### src/hw/fbap_pkg.sv
package fbap_pkg;

  // ----------------------------------------------------------------
  // Clock and time base
  // ----------------------------------------------------------------
  localparam int CLK_PERIOD_NS = 4;
  localparam int TICK_PERIOD_NS = 1000000;
  localparam int TICK_CYC_DEF = TICK_PERIOD_NS / CLK_PERIOD_NS;
  localparam int TICK_W = 18;
  localparam int TICK_MS = 1;

  // ----------------------------------------------------------------
  // Panel timing, in milliseconds and in ticks
  // ----------------------------------------------------------------
  localparam int LONG_PRESS_MS = 2500;
  localparam int IDLE_TIMEOUT_MS = 10000;
  localparam int DEBOUNCE_MS = 20;
  localparam int DBL_CLICK_MS = 400;
  localparam int BLINK_HALF_MS = 250;
  localparam int ACT_HOLD_MS = 100;
  // Least times round up, longest times round down
  localparam int LONG_TICKS_DEF = (LONG_PRESS_MS + TICK_MS - 1) / TICK_MS;
  localparam int IDLE_TICKS_DEF = (IDLE_TIMEOUT_MS + TICK_MS - 1) / TICK_MS;
  localparam int DEB_TICKS_DEF = (DEBOUNCE_MS + TICK_MS - 1) / TICK_MS;
  localparam int DBL_TICKS_DEF = DBL_CLICK_MS / TICK_MS;
  localparam int BLINK_TICKS_DEF = BLINK_HALF_MS / TICK_MS;
  localparam int ACT_TICKS_DEF = ACT_HOLD_MS / TICK_MS;
  localparam int CNT_W = 14;

  // ----------------------------------------------------------------
  // Address digits
  // ----------------------------------------------------------------
  localparam logic [3:0] DIGIT_MAX = 4'h9;
  localparam logic [3:0] DIGIT_RST = 4'h0;
  localparam int ADDR_HI_LSB = 4;
  localparam int ADDR_LO_LSB = 0;

  // ----------------------------------------------------------------
  // Activity indicator indices
  // ----------------------------------------------------------------
  localparam int ACT_N = 3;
  localparam int ACT_LINK = 0;
  localparam int ACT_RX = 1;
  localparam int ACT_TX = 2;

  // ----------------------------------------------------------------
  // State encodings
  // ----------------------------------------------------------------
  typedef enum logic [1:0] {
    FBAP_NORMAL = 2'b00,
    FBAP_EDIT_HI = 2'b01,
    FBAP_EDIT_LO = 2'b11
  } fbap_mode_t;

  typedef enum logic [1:0] {
    FBAP_B_IDLE = 2'b00,
    FBAP_B_DOWN = 2'b01,
    FBAP_B_LONG = 2'b11,
    FBAP_B_GAP = 2'b10
  } fbap_btn_st_t;

endpackage : fbap_pkg

### src/hw/fbap_btn_if.sv
`timescale 1ns/1ns
`default_nettype none

interface fbap_btn_if;
  logic tick;
  logic level;
  logic press_start;
  logic short_press;
  logic long_press;
  logic double_click;

  modport ctl (output tick, output level, input press_start, input short_press, input long_press,
               input double_click);
  modport btn (input tick, input level, output press_start, output short_press, output long_press,
               output double_click);
endinterface : fbap_btn_if

`default_nettype wire

### src/hw/fbap_panel.sv
// Overview of operation
// - Power-up: normal mode, both digits steady
// - Double click enters high-digit edit, high blinks
// - Short press increments the blinking digit
// - Long press on high digit moves to low
// - Long press on low digit saves, returns normal
// - Ten idle seconds abandon edit, keep old address
// - Link indicator blinks during fieldbus exchange
// - Fault indicator lit while fieldbus failed
// - Receive indicator blinks while serial bytes arrive
// - Transmit indicator blinks while serial bytes leave
// - Drive bus direction output on connector
`timescale 1ns/1ns
`default_nettype none

module fbap_panel import fbap_pkg::*; #(
  parameter logic [TICK_W-1:0] TICK_CYC = TICK_W'(TICK_CYC_DEF),
  parameter logic [CNT_W-1:0] LONG_TICKS = CNT_W'(LONG_TICKS_DEF),
  parameter logic [CNT_W-1:0] IDLE_TICKS = CNT_W'(IDLE_TICKS_DEF),
  parameter logic [CNT_W-1:0] DEB_TICKS = CNT_W'(DEB_TICKS_DEF),
  parameter logic [CNT_W-1:0] DBL_TICKS = CNT_W'(DBL_TICKS_DEF),
  parameter logic [CNT_W-1:0] BLINK_TICKS = CNT_W'(BLINK_TICKS_DEF),
  parameter logic [CNT_W-1:0] ACT_TICKS = CNT_W'(ACT_TICKS_DEF)
) (
  input wire logic CLK_SYS, // 250 MHz system clock
  input wire logic RESET, // Synchronous reset, high
  input wire logic BUTTON_N, // Push button pin, low when pressed
  input wire logic LINK_ACTIVE, // Fieldbus exchange strobe
  input wire logic BUS_FAIL, // Fieldbus communication failed
  input wire logic SER_RX_ACT, // Serial byte received strobe
  input wire logic SER_TX_ACT, // Serial byte sent strobe
  input wire logic BUS_TX_EN, // Fieldbus transmitter enabled
  input wire logic [7:0] SAVED_ADDR, // Retained address, two BCD digits
  output logic [3:0] DISP_HI, // High digit value
  output logic [3:0] DISP_LO, // Low digit value
  output logic DISP_HI_EN, // High digit lit
  output logic DISP_LO_EN, // Low digit lit
  output logic [7:0] STATION_ADDR, // Effective station address, BCD
  output logic ADDR_SAVE, // Pulse: store STATION_ADDR
  output logic LED_LINK, // Link activity indicator
  output logic LED_FAULT, // Bus fault indicator
  output logic LED_RX, // Serial receive indicator
  output logic LED_TX, // Serial transmit indicator
  output logic BUS_DIR // Bus direction on connector
);

  typedef struct packed {
    logic btn_meta;
    logic btn_sync;
    logic [TICK_W-1:0] div;
    logic tick;
    fbap_mode_t mode;
    logic loaded;
    logic [3:0] addr_hi;
    logic [3:0] addr_lo;
    logic [3:0] edit_hi;
    logic [3:0] edit_lo;
    logic [CNT_W-1:0] idle_cnt;
    logic [CNT_W-1:0] blink_cnt;
    logic blink;
    logic [ACT_N-1:0][CNT_W-1:0] act_hold;
    logic [3:0] disp_hi;
    logic [3:0] disp_lo;
    logic disp_hi_en;
    logic disp_lo_en;
    logic save;
    logic led_link;
    logic led_fault;
    logic led_rx;
    logic led_tx;
    logic dir;
  } fbap_state_t;

  fbap_state_t s;
  fbap_state_t n;
  logic [ACT_N-1:0] act;
  fbap_btn_if bi ();

  // ----------------------------------------------------------------
  // Helpers
  // ----------------------------------------------------------------
  function automatic logic [3:0] digit_inc(input logic [3:0] d);
    return (d >= DIGIT_MAX) ? DIGIT_RST : d + 4'h1;
  endfunction : digit_inc

  // A corrupt stored nibble falls back to zero rather than showing junk
  function automatic logic [3:0] digit_clamp(input logic [3:0] d);
    return (d > DIGIT_MAX) ? DIGIT_RST : d;
  endfunction : digit_clamp

  // ----------------------------------------------------------------
  // Button classifier
  // ----------------------------------------------------------------
  assign bi.tick = s.tick;
  assign bi.level = s.btn_sync;

  fbap_button #(
    .DEB_TICKS(DEB_TICKS),
    .LONG_TICKS(LONG_TICKS),
    .DBL_TICKS(DBL_TICKS)
  ) u_button (
    .clk(CLK_SYS),
    .rst(RESET),
    .bi(bi.btn)
  );

  // ----------------------------------------------------------------
  // Next state
  // ----------------------------------------------------------------
  always_comb begin
    n = s;
    n.save = 1'b0;
    n.tick = 1'b0;
    act = '0;
    act[ACT_LINK] = LINK_ACTIVE;
    act[ACT_RX] = SER_RX_ACT;
    act[ACT_TX] = SER_TX_ACT;

    // Pin synchroniser, pressed reads as high
    n.btn_meta = ~BUTTON_N;
    n.btn_sync = s.btn_meta;

    // Millisecond tick
    if (s.div >= TICK_CYC - 1'b1) begin
      n.div = '0;
      n.tick = 1'b1;
    end else begin
      n.div = s.div + 1'b1;
    end

    // Shared blink phase for digits and indicators
    if (s.tick) begin
      if (s.blink_cnt >= BLINK_TICKS - 1'b1) begin
        n.blink_cnt = '0;
        n.blink = ~s.blink;
      end else begin
        n.blink_cnt = s.blink_cnt + 1'b1;
      end
    end

    // Activity strobes are stretched so short bursts stay visible
    for (int i = 0; i < ACT_N; i++) begin
      if (act[i]) begin
        n.act_hold[i] = ACT_TICKS;
      end else if (s.tick && s.act_hold[i] != '0) begin
        n.act_hold[i] = s.act_hold[i] - 1'b1;
      end
    end

    // Address editing
    if (!s.loaded) begin
      n.loaded = 1'b1;
      n.addr_hi = digit_clamp(SAVED_ADDR[ADDR_HI_LSB +: 4]);
      n.addr_lo = digit_clamp(SAVED_ADDR[ADDR_LO_LSB +: 4]);
      n.edit_hi = n.addr_hi;
      n.edit_lo = n.addr_lo;
      n.mode = FBAP_NORMAL;
    end else begin
      case (s.mode)
        FBAP_NORMAL: begin
          // Edit copies track the live address, so abandon is a plain jump here
          n.edit_hi = s.addr_hi;
          n.edit_lo = s.addr_lo;
          n.idle_cnt = '0;
          if (bi.double_click) begin
            n.mode = FBAP_EDIT_HI;
          end
        end
        FBAP_EDIT_HI: begin
          if (bi.long_press) begin
            n.mode = FBAP_EDIT_LO;
          end else if (bi.short_press) begin
            n.edit_hi = digit_inc(s.edit_hi);
          end
        end
        FBAP_EDIT_LO: begin
          if (bi.long_press) begin
            n.addr_hi = s.edit_hi;
            n.addr_lo = s.edit_lo;
            n.save = 1'b1;
            n.mode = FBAP_NORMAL;
          end else if (bi.short_press) begin
            n.edit_lo = digit_inc(s.edit_lo);
          end
        end
        default: begin
          n.mode = FBAP_NORMAL;
        end
      endcase

      // Inactivity timeout while editing
      if (s.mode != FBAP_NORMAL) begin
        if (bi.press_start || bi.short_press || bi.long_press) begin
          n.idle_cnt = '0;
        end else if (s.tick) begin
          if (s.idle_cnt >= IDLE_TICKS - 1'b1) begin
            n.mode = FBAP_NORMAL;
            n.idle_cnt = '0;
          end else begin
            n.idle_cnt = s.idle_cnt + 1'b1;
          end
        end
      end
    end

    // Display follows the next mode so both change on one edge
    if (n.mode == FBAP_NORMAL) begin
      n.disp_hi = n.addr_hi;
      n.disp_lo = n.addr_lo;
    end else begin
      n.disp_hi = n.edit_hi;
      n.disp_lo = n.edit_lo;
    end
    n.disp_hi_en = n.loaded && (n.mode == FBAP_EDIT_HI ? n.blink : 1'b1);
    n.disp_lo_en = n.loaded && (n.mode == FBAP_EDIT_LO ? n.blink : 1'b1);

    // Indicators
    n.led_link = (n.act_hold[ACT_LINK] != '0) && n.blink;
    n.led_fault = BUS_FAIL;
    n.led_rx = (n.act_hold[ACT_RX] != '0) && n.blink;
    n.led_tx = (n.act_hold[ACT_TX] != '0) && n.blink;
    n.dir = BUS_TX_EN;
  end

  // ----------------------------------------------------------------
  // State register
  // ----------------------------------------------------------------
  always_ff @(posedge CLK_SYS) begin
    if (RESET) begin
      s <= '0;
    end else begin
      s <= n;
    end
  end

  // ----------------------------------------------------------------
  // Outputs
  // ----------------------------------------------------------------
  assign DISP_HI = s.disp_hi;
  assign DISP_LO = s.disp_lo;
  assign DISP_HI_EN = s.disp_hi_en;
  assign DISP_LO_EN = s.disp_lo_en;
  assign STATION_ADDR = {s.addr_hi, s.addr_lo};
  assign ADDR_SAVE = s.save;
  assign LED_LINK = s.led_link;
  assign LED_FAULT = s.led_fault;
  assign LED_RX = s.led_rx;
  assign LED_TX = s.led_tx;
  assign BUS_DIR = s.dir;

endmodule : fbap_panel

`default_nettype wire

### src/hw/fbap_button.sv
`timescale 1ns/1ns
`default_nettype none

module fbap_button import fbap_pkg::*; #(
  parameter logic [CNT_W-1:0] DEB_TICKS = CNT_W'(DEB_TICKS_DEF),
  parameter logic [CNT_W-1:0] LONG_TICKS = CNT_W'(LONG_TICKS_DEF),
  parameter logic [CNT_W-1:0] DBL_TICKS = CNT_W'(DBL_TICKS_DEF)
) (
  input wire logic clk, // System clock
  input wire logic rst, // Synchronous reset, high
  fbap_btn_if.btn bi // Tick, level and events
);

  typedef struct packed {
    fbap_btn_st_t st;
    logic deb;
    logic [CNT_W-1:0] deb_cnt;
    logic [CNT_W-1:0] cnt;
    logic second;
    logic press_p;
    logic short_p;
    logic long_p;
    logic dbl_p;
  } fbap_btn_state_t;

  fbap_btn_state_t s;
  fbap_btn_state_t n;
  logic press;
  logic release_ev;

  // ----------------------------------------------------------------
  // Debounce and classification
  // ----------------------------------------------------------------
  always_comb begin
    n = s;
    n.press_p = 1'b0;
    n.short_p = 1'b0;
    n.long_p = 1'b0;
    n.dbl_p = 1'b0;
    if (bi.level == s.deb) begin
      n.deb_cnt = '0;
    end else if (bi.tick) begin
      if (s.deb_cnt >= DEB_TICKS - 1'b1) begin
        n.deb = bi.level;
        n.deb_cnt = '0;
      end else begin
        n.deb_cnt = s.deb_cnt + 1'b1;
      end
    end
    press = n.deb & ~s.deb;
    release_ev = ~n.deb & s.deb;
    case (s.st)
      FBAP_B_IDLE: begin
        if (press) begin
          n.st = FBAP_B_DOWN;
          n.cnt = '0;
          n.second = 1'b0;
          n.press_p = 1'b1;
        end
      end
      FBAP_B_DOWN: begin
        if (release_ev) begin
          n.short_p = 1'b1;
          n.cnt = '0;
          if (s.second) begin
            n.dbl_p = 1'b1;
            n.st = FBAP_B_IDLE;
          end else begin
            n.st = FBAP_B_GAP;
            n.second = 1'b1;
          end
        end else if (bi.tick) begin
          if (s.cnt >= LONG_TICKS - 1'b1) begin
            n.long_p = 1'b1;
            n.st = FBAP_B_LONG;
          end else begin
            n.cnt = s.cnt + 1'b1;
          end
        end
      end
      FBAP_B_LONG: begin
        // Release after a long press yields no short press
        if (release_ev) begin
          n.st = FBAP_B_IDLE;
        end
      end
      FBAP_B_GAP: begin
        if (press) begin
          n.st = FBAP_B_DOWN;
          n.cnt = '0;
          n.press_p = 1'b1;
        end else if (bi.tick) begin
          if (s.cnt >= DBL_TICKS - 1'b1) begin
            n.st = FBAP_B_IDLE;
            n.second = 1'b0;
          end else begin
            n.cnt = s.cnt + 1'b1;
          end
        end
      end
      default: begin
        n.st = FBAP_B_IDLE;
      end
    endcase
  end

  always_ff @(posedge clk) begin
    if (rst) begin
      s <= '0;
    end else begin
      s <= n;
    end
  end

  assign bi.press_start = s.press_p;
  assign bi.short_press = s.short_p;
  assign bi.long_press = s.long_p;
  assign bi.double_click = s.dbl_p;

endmodule : fbap_button

`default_nettype wire

### config.mk
export PLATFORM = sky130hd
export DESIGN_NAME = fbap_panel
export DESIGN_NICKNAME = d
export VERILOG_FILES = /design/src/hw/fbap_pkg.sv /design/src/hw/fbap_btn_if.sv /design/src/hw/fbap_panel.sv /design/src/hw/fbap_button.sv
export SDC_FILE = /design/constraint.sdc
export NUM_CORES = 1
export LEC_CHECK = 0
export BUFFER_PORTS_ARGS = -buffer_cell sky130_fd_sc_hd__buf_4
export CAP_MARGIN = 10
export CORE_MARGIN = 2
export CORE_UTILIZATION = 39
export CTS_BUF_LIST = sky130_fd_sc_hd__clkbuf_16
export CTS_CLUSTER_DIAMETER = 80
export DETAILED_ROUTE_END_ITERATION = 10
export HOLD_SLACK_MARGIN = 0.15
export PLACE_DENSITY_LB_ADDON = 0.1
export SETUP_SLACK_MARGIN = 0.3
export SLEW_MARGIN = 30
export SYNTH_ARGS = -nofsm -noshare
export SYNTH_HDL_FRONTEND = slang
export SYNTH_SLANG_ARGS = --single-unit
### constraint.sdc
create_clock -name CLK_SYS -period 2.6 [get_ports CLK_SYS]
set_input_delay 0.52 -clock CLK_SYS [delete_from_list [all_inputs] [get_ports CLK_SYS]]
set_output_delay 0.52 -clock CLK_SYS [all_outputs]
set_load 0.01 [all_outputs]
[After elaboration in Yosys (flattened, before gate mapping)]
Index checks and enable logic that the tools add are counted.
Word-level totals
  input bits: 16
  word-level logic and storage cells: 189
  output and inout port bits: 24
  bits in registers: 163
Cells by class
  mux-type cells: 75
  bitwise gates (word level): 11
  equal/unequal tests: 20
  reduce and logical (&&, ||, !) cells: 28
  add/subtract/negate cells: 10
  order comparisons: 10
Operator list (count)
  14-bit two-way mux: 19
  104-bit two-way mux: 1
  14-bit nonzero test: 6
  14-bit by 1-bit adder with 14-bit output, second input constant: 4
  15-bit two-way mux: 3
  15-bit one-hot mux with 3 select lines: 1
  14-bit by 1-bit subtractor with 14-bit output, second input constant: 3
  2-bit two-way mux: 17
  16-bit two-way mux: 2
  4-bit two-way mux: 8
  8-bit two-way mux: 3
  18-bit by 1-bit adder with 18-bit output, second input constant: 1
  18-bit >= comparator, second input constant: 1
  6-bit AND reduction: 3
  1-bit two-way mux: 16
  4-bit one-hot mux with 2 select lines: 2
  14-bit by 12-bit >= comparator with 1-bit output, second input constant: 1
  14-bit >= comparator, second input constant: 1
  14-bit by 5-bit >= comparator with 1-bit output, second input constant: 1
  14-bit by 8-bit >= comparator with 1-bit output, second input constant: 1
  14-bit by 9-bit >= comparator with 1-bit output, second input constant: 1
  3-bit by 2-bit != test with 1-bit output, second input constant: 4
  1-bit NOT: 9
  4-bit by 1-bit adder with 4-bit output, second input constant: 2
  20 further kinds: 44

[Logic depth before layout (Yosys ltp)]
  depth after elaboration: 10
  gate-level depth with buffers: 9
  mapped depth without buffers: 8

[Modules after synthesis]
Synthesis repeated with hierarchy kept, for this count alone.
Second synthesis, totals
  cells, all modules: 979
  area, all modules: 8399.3 um^2
Modules (own cells, without submodules)
  fbap_panel: instances 1, cells each 771, sequential area each 2542.4 um^2, area an instance 6495.0 um^2
  fbap_button: instances 1, cells each 208, sequential area each 720.7 um^2, area an instance 1904.3 um^2

[Least setup slack after synthesis]
Ideal clock, no wire load.
  kind: flip-flop to flip-flop
  from: reg s[16] in the netlist's numbering
  to: reg s (netlist bit LED_LINK)
  period minus slack after synthesis: 2516 ps
  required time: 2459 ps
  data arrival time: 2374 ps
  setup slack: 84 ps
  setup time: 141 ps
  path buffers: 1
  cell stages (with the launch flop): 10
  path through: dfxtp_1 -> inv_1 -> ha_1 -> buf_2 -> nor4b_1 -> nand4_1 -> a211oi_1 -> o211ai_1 -> nor4b_1 -> a41oi_1
On the way
  word-level cells in the longest chain between the ends: 6
  elaborated cells on any way between the ends: 7
  those cells by class: add/sub: 1; mux: 2; reduce/logical: 4
Ends and longest elaborated chain
  start: declaration: RTL line fbap_panel.sv:74  | fbap_state_t s;
  start signal: assignment: RTL line fbap_panel.sv:232  | s <= n;
  branches (longest 2 deep; another with 14-bit by 1-bit subtractor with 14-bit output)
  14-bit two-way mux (*): RTL line fbap_panel.sv:145  | end else if (s.tick && s.act_hold[i] != '0) begin
  14-bit two-way mux (*): RTL line fbap_panel.sv:143  | if (act[i]) begin
  14-bit nonzero test (*): RTL line fbap_panel.sv:218  | n.led_link = (n.act_hold[ACT_LINK] != '0) && n.blink;
  1-bit logical AND (*): RTL line fbap_panel.sv:218
Mark *: on every way between the ends.
A chain may end at the register's enable or synchronous reset.

[Worst setup path after layout]
  from: reg u_button.s[32] in the netlist's numbering
  to: reg u_button.s[13] in the netlist's numbering
On the way
  word-level cells in the longest chain between the ends: 8
  elaborated cells on any way between the ends: 16
  those cells by class: order compare: 1; eq/ne: 5; mux: 6; bitwise: 3; reduce/logical: 1
Ends and longest elaborated chain
  start: declaration: RTL line fbap_button.sv:26  | fbap_btn_state_t s;
  start signal: assignment: RTL line fbap_button.sv:111  | s <= n;
  14-bit by 5-bit >= comparator with 1-bit output (*): RTL line fbap_button.sv:43  | if (s.deb_cnt >= DEB_TICKS - 1'b1) begin
  1-bit two-way mux (*): RTL line fbap_button.sv:43
  15-bit two-way mux (*): RTL line fbap_button.sv:42  | end else if (bi.tick) begin
  1-bit two-way mux (*): RTL line fbap_button.sv:40  | if (bi.level == s.deb) begin
  1-bit NOT: RTL line fbap_button.sv:51  | release_ev = ~n.deb & s.deb;
  1-bit bitwise AND: RTL line fbap_button.sv:51
  3-bit by 2-bit != test with 1-bit output (no line) or 14-bit two-way mux (tied branches)
  6-bit AND reduction (no line) or 15-bit one-hot mux with 3 select lines (tied branches)
Every way passes the cells marked *; elsewhere a longest branch is shown, timed or not.

==> impl_metrics.ini <==
[run_status]
status = completed

[clock_network]
ctsHoldBuffers = 0
path_clk_slew_ns = 0.07
clockBufferDepth = 2
htreeDepth = 4
numCtsBuffers = 17
root_buffer = clkbuf_16
clk_latency_ns = 0.43
cts_tree = yes
clkSinkCount = 163

[timing]
rsz0062_at_grt = yes
fin_ws_ns = 0.241
worstMarginPinSlew_ns = 0.756
finalHoldViolCount = 0
tns_ns = 0
fmax_ghz = 0.424
period_share = 0.907
fin_worst_skew_ns = 0.0131
setup_violations = 0
period_needed_ns = 2.36
final_max_slew_viol_count = 0
timing.slew.headroom = 0.496

[yosys]
synth_seq_area_share = 0.373
post_synth_num_cell_types = 79
synth_ff_type = dfxtp_1
syn_area_um2 = 8760
ys_ff_latch = 163
async_flop_share = 0
syn_nets = 1109
avgSynthCellArea_um2 = 8.19
syn-instance-count = 1069
synth_edf_count = 0
ys.warnings.count = 0

[finish]
final_area_um2 = 10400
layout_commonest_cell = dfxtp_1
final_cell_count_no_fill = 1411
n_antenna_cell = 0
fillCellCount = 2164
multi_input_area_um2 = 5300
mostFrequentLayoutCells = 155 x dfxtp_1, 135 x nor2_1, 89 x buf_4, 75 x nand2_1, 57 x a21oi_1
layout-drive-gt1-share = 0.192
area_delta_synth_final_pct = 19.1
regArea_um2 = 3280
num-nets-final = 1158
utilization = 0.475

[power_and_ir_drop]
swShare = 0.264
irDropWorstVdd_mv = 0.359
internal_power_mw = 4.09
p_sw_mw = 1.47
power_density_nw_per_um2 = 533
pwr-share-comb = 0.087
leakage_nw = 3.91
p_seq_frac = 0.464
clkPwrFrac = 0.449

[route]
routed-via-count = 7778
drt_iter0_drc = 528
antenna_left = 0
vias_per_cell = 5.51
first_pass_iters = 5
routed_wl_mm = 21.5
drc_errors = 0
routedWlPerCell_um = 15.3

[worst_setup_path]
cp.buffers_inverters = 0
worstSetupStartpointType = register
crit_chain = or4_4 > o41a_1 > a21bo_2 > a21bo_4 > or3_1 > o32ai_2
crit_path_start = u_button.s[32]
r2r-start = u_button.s[32]
arrival_ns = 2.70
path_max_fanout = 5
critical_path_class = register to register
crit_slowest_cell = or4_4
end_kind = register
max_stage_delay_ns = 0.55
critical-path-top-delay-family = compound AO/OA/AOI/OAI gates
critical_path_required_ns = 2.94
reg2reg_slack_ns = 0.24

[place]
dp_cells = 1360
gp_congestion = 0.836
port_buffers = 39
hpwl_mm = 14.3
place_ws_ns = 0.158
post_dp_cell_area_um2 = 9420

[global_routing]
gr-total-overflow = 0
antenna_found_initial = 0
grt_max_degree = 61
grt_pass1_wl_mm = 36.0
grt_pass1_vias = 7364
grtUsageTotal = 0.182

[floorplan]
die_w_um = 154
core_um2 = 22000
rows = 54
floorplan.die.height_um = 154
start_util = 0.399
dieArea_um2 = 23700
io_pins = 40

[flow_run]
drv_cap = 0

[worst_hold_path]
hp-start = BUTTON_N
hold_class = primary input to register
[layout make-up]
class	instances	area share
clock inverters	15	0.0142
well taps	280	0.0336
multi-input cells	796	0.509
repair buffers	96	0.0727
clock buffers	17	0.0408
flip-flops and latches	163	0.314
inverters	44	0.0158
[per-layer routing]
layer	global-route usage	vias up	share of wire
met1	0.254	3690	0.50
li1	-	3948	-
met5	0	-	0
met2	0.285	115	0.45
met4	0.0636	0	0.017
met3	0.0313	25	0.029
[power by group through the flow]
stage | clock [mW] | sequential (mW) | combinational, mW
2_1_floorplan | 0 | 2.63 | 0.305
3_3_place_gp | 0 | 2.64 | 0.434
3_5_place_dp | 0 | 2.64 | 0.432
4_1_cts | 2.57 | 2.58 | 0.455
5_1_grt | 2.65 | 2.59 | 0.533
6_report | 2.49 | 2.58 | 0.482
[final timing paths]
kind               endpoint  cells past startpoint
max          u_button.s[13]                      6
min                  n[125]                      2
max reg2reg  u_button.s[13]                      6
min reg2reg        bi.level                      1
[Yosys cell counts (12+ instances only)]
cell type / instances / share of area
a21oi_1: 64 / 0.037
a31oi_1: 21 / 0.015
and2_1: 14 / 0.010
and3_1: 22 / 0.016
buf_4: 16 / 0.014
clkbuf_1: 45 / 0.019
dfxtp_1: 163 / 0.37
ha_1: 24 / 0.034
inv_1: 43 / 0.018
mux2i_1: 14 / 0.016
nand2_1: 78 / 0.033
nand3_1: 37 / 0.021
nand4_1: 21 / 0.015
nor2_1: 135 / 0.058
nor2b_1: 18 / 0.013
nor3_1: 26 / 0.015
nor4_1: 16 / 0.011
o211ai_1: 12 / 0.010
o21ai_0: 36 / 0.021
or3_1: 14 / 0.010
or4_1: 12 / 0.010
xnor2_1: 32 / 0.032
xor2_1: 30 / 0.030
[per-stage QoR]
stage,power (mW),hold slack [ns]
2_1_floorplan,2.93,0.414
5_1_grt,5.77,0.208
3_3_place_gp,3.07,0.422
4_1_cts,5.61,0.205
6_report,5.56,0.229
3_5_place_dp,3.07,0.429
[state kept, by name (all words and copies together), names as in the netlist]
name / flops
LED_FAULT: 1
DISP_HI: 4
LED_RX: 1
BUS_DIR: 1
DISP_HI_EN: 1
LED_LINK: 1
u_button.bi.long_press: 1
DISP_LO_EN: 1
bi.level: 1
u_button.bi.short_press: 1
s: 100
u_button.bi.press_start: 1
u_button.bi.double_click: 1
LED_TX: 1
DISP_LO: 4
n: 1
bi.tick: 1
ADDR_SAVE: 1
u_button.s: 32
STATION_ADDR: 8
[timing repair]
action	CTS	global route
setup endpoints to repair	17	41
buffers inserted	11	8
pin swaps	3	14
resized for setup	25	53
endpoints found under the hold margin	0	0
[cells by family after synthesis]
kind of cell,count (synthesis),share of synthesized area
simple gates,454,0.270
compound gates,240,0.188
flops,163,0.373
buf+inv,110,0.0551
xor+xnor,62,0.0620
fa+ha+maj,24,0.0343
mux,16,0.0186
(Power assumes the default switching activity.)
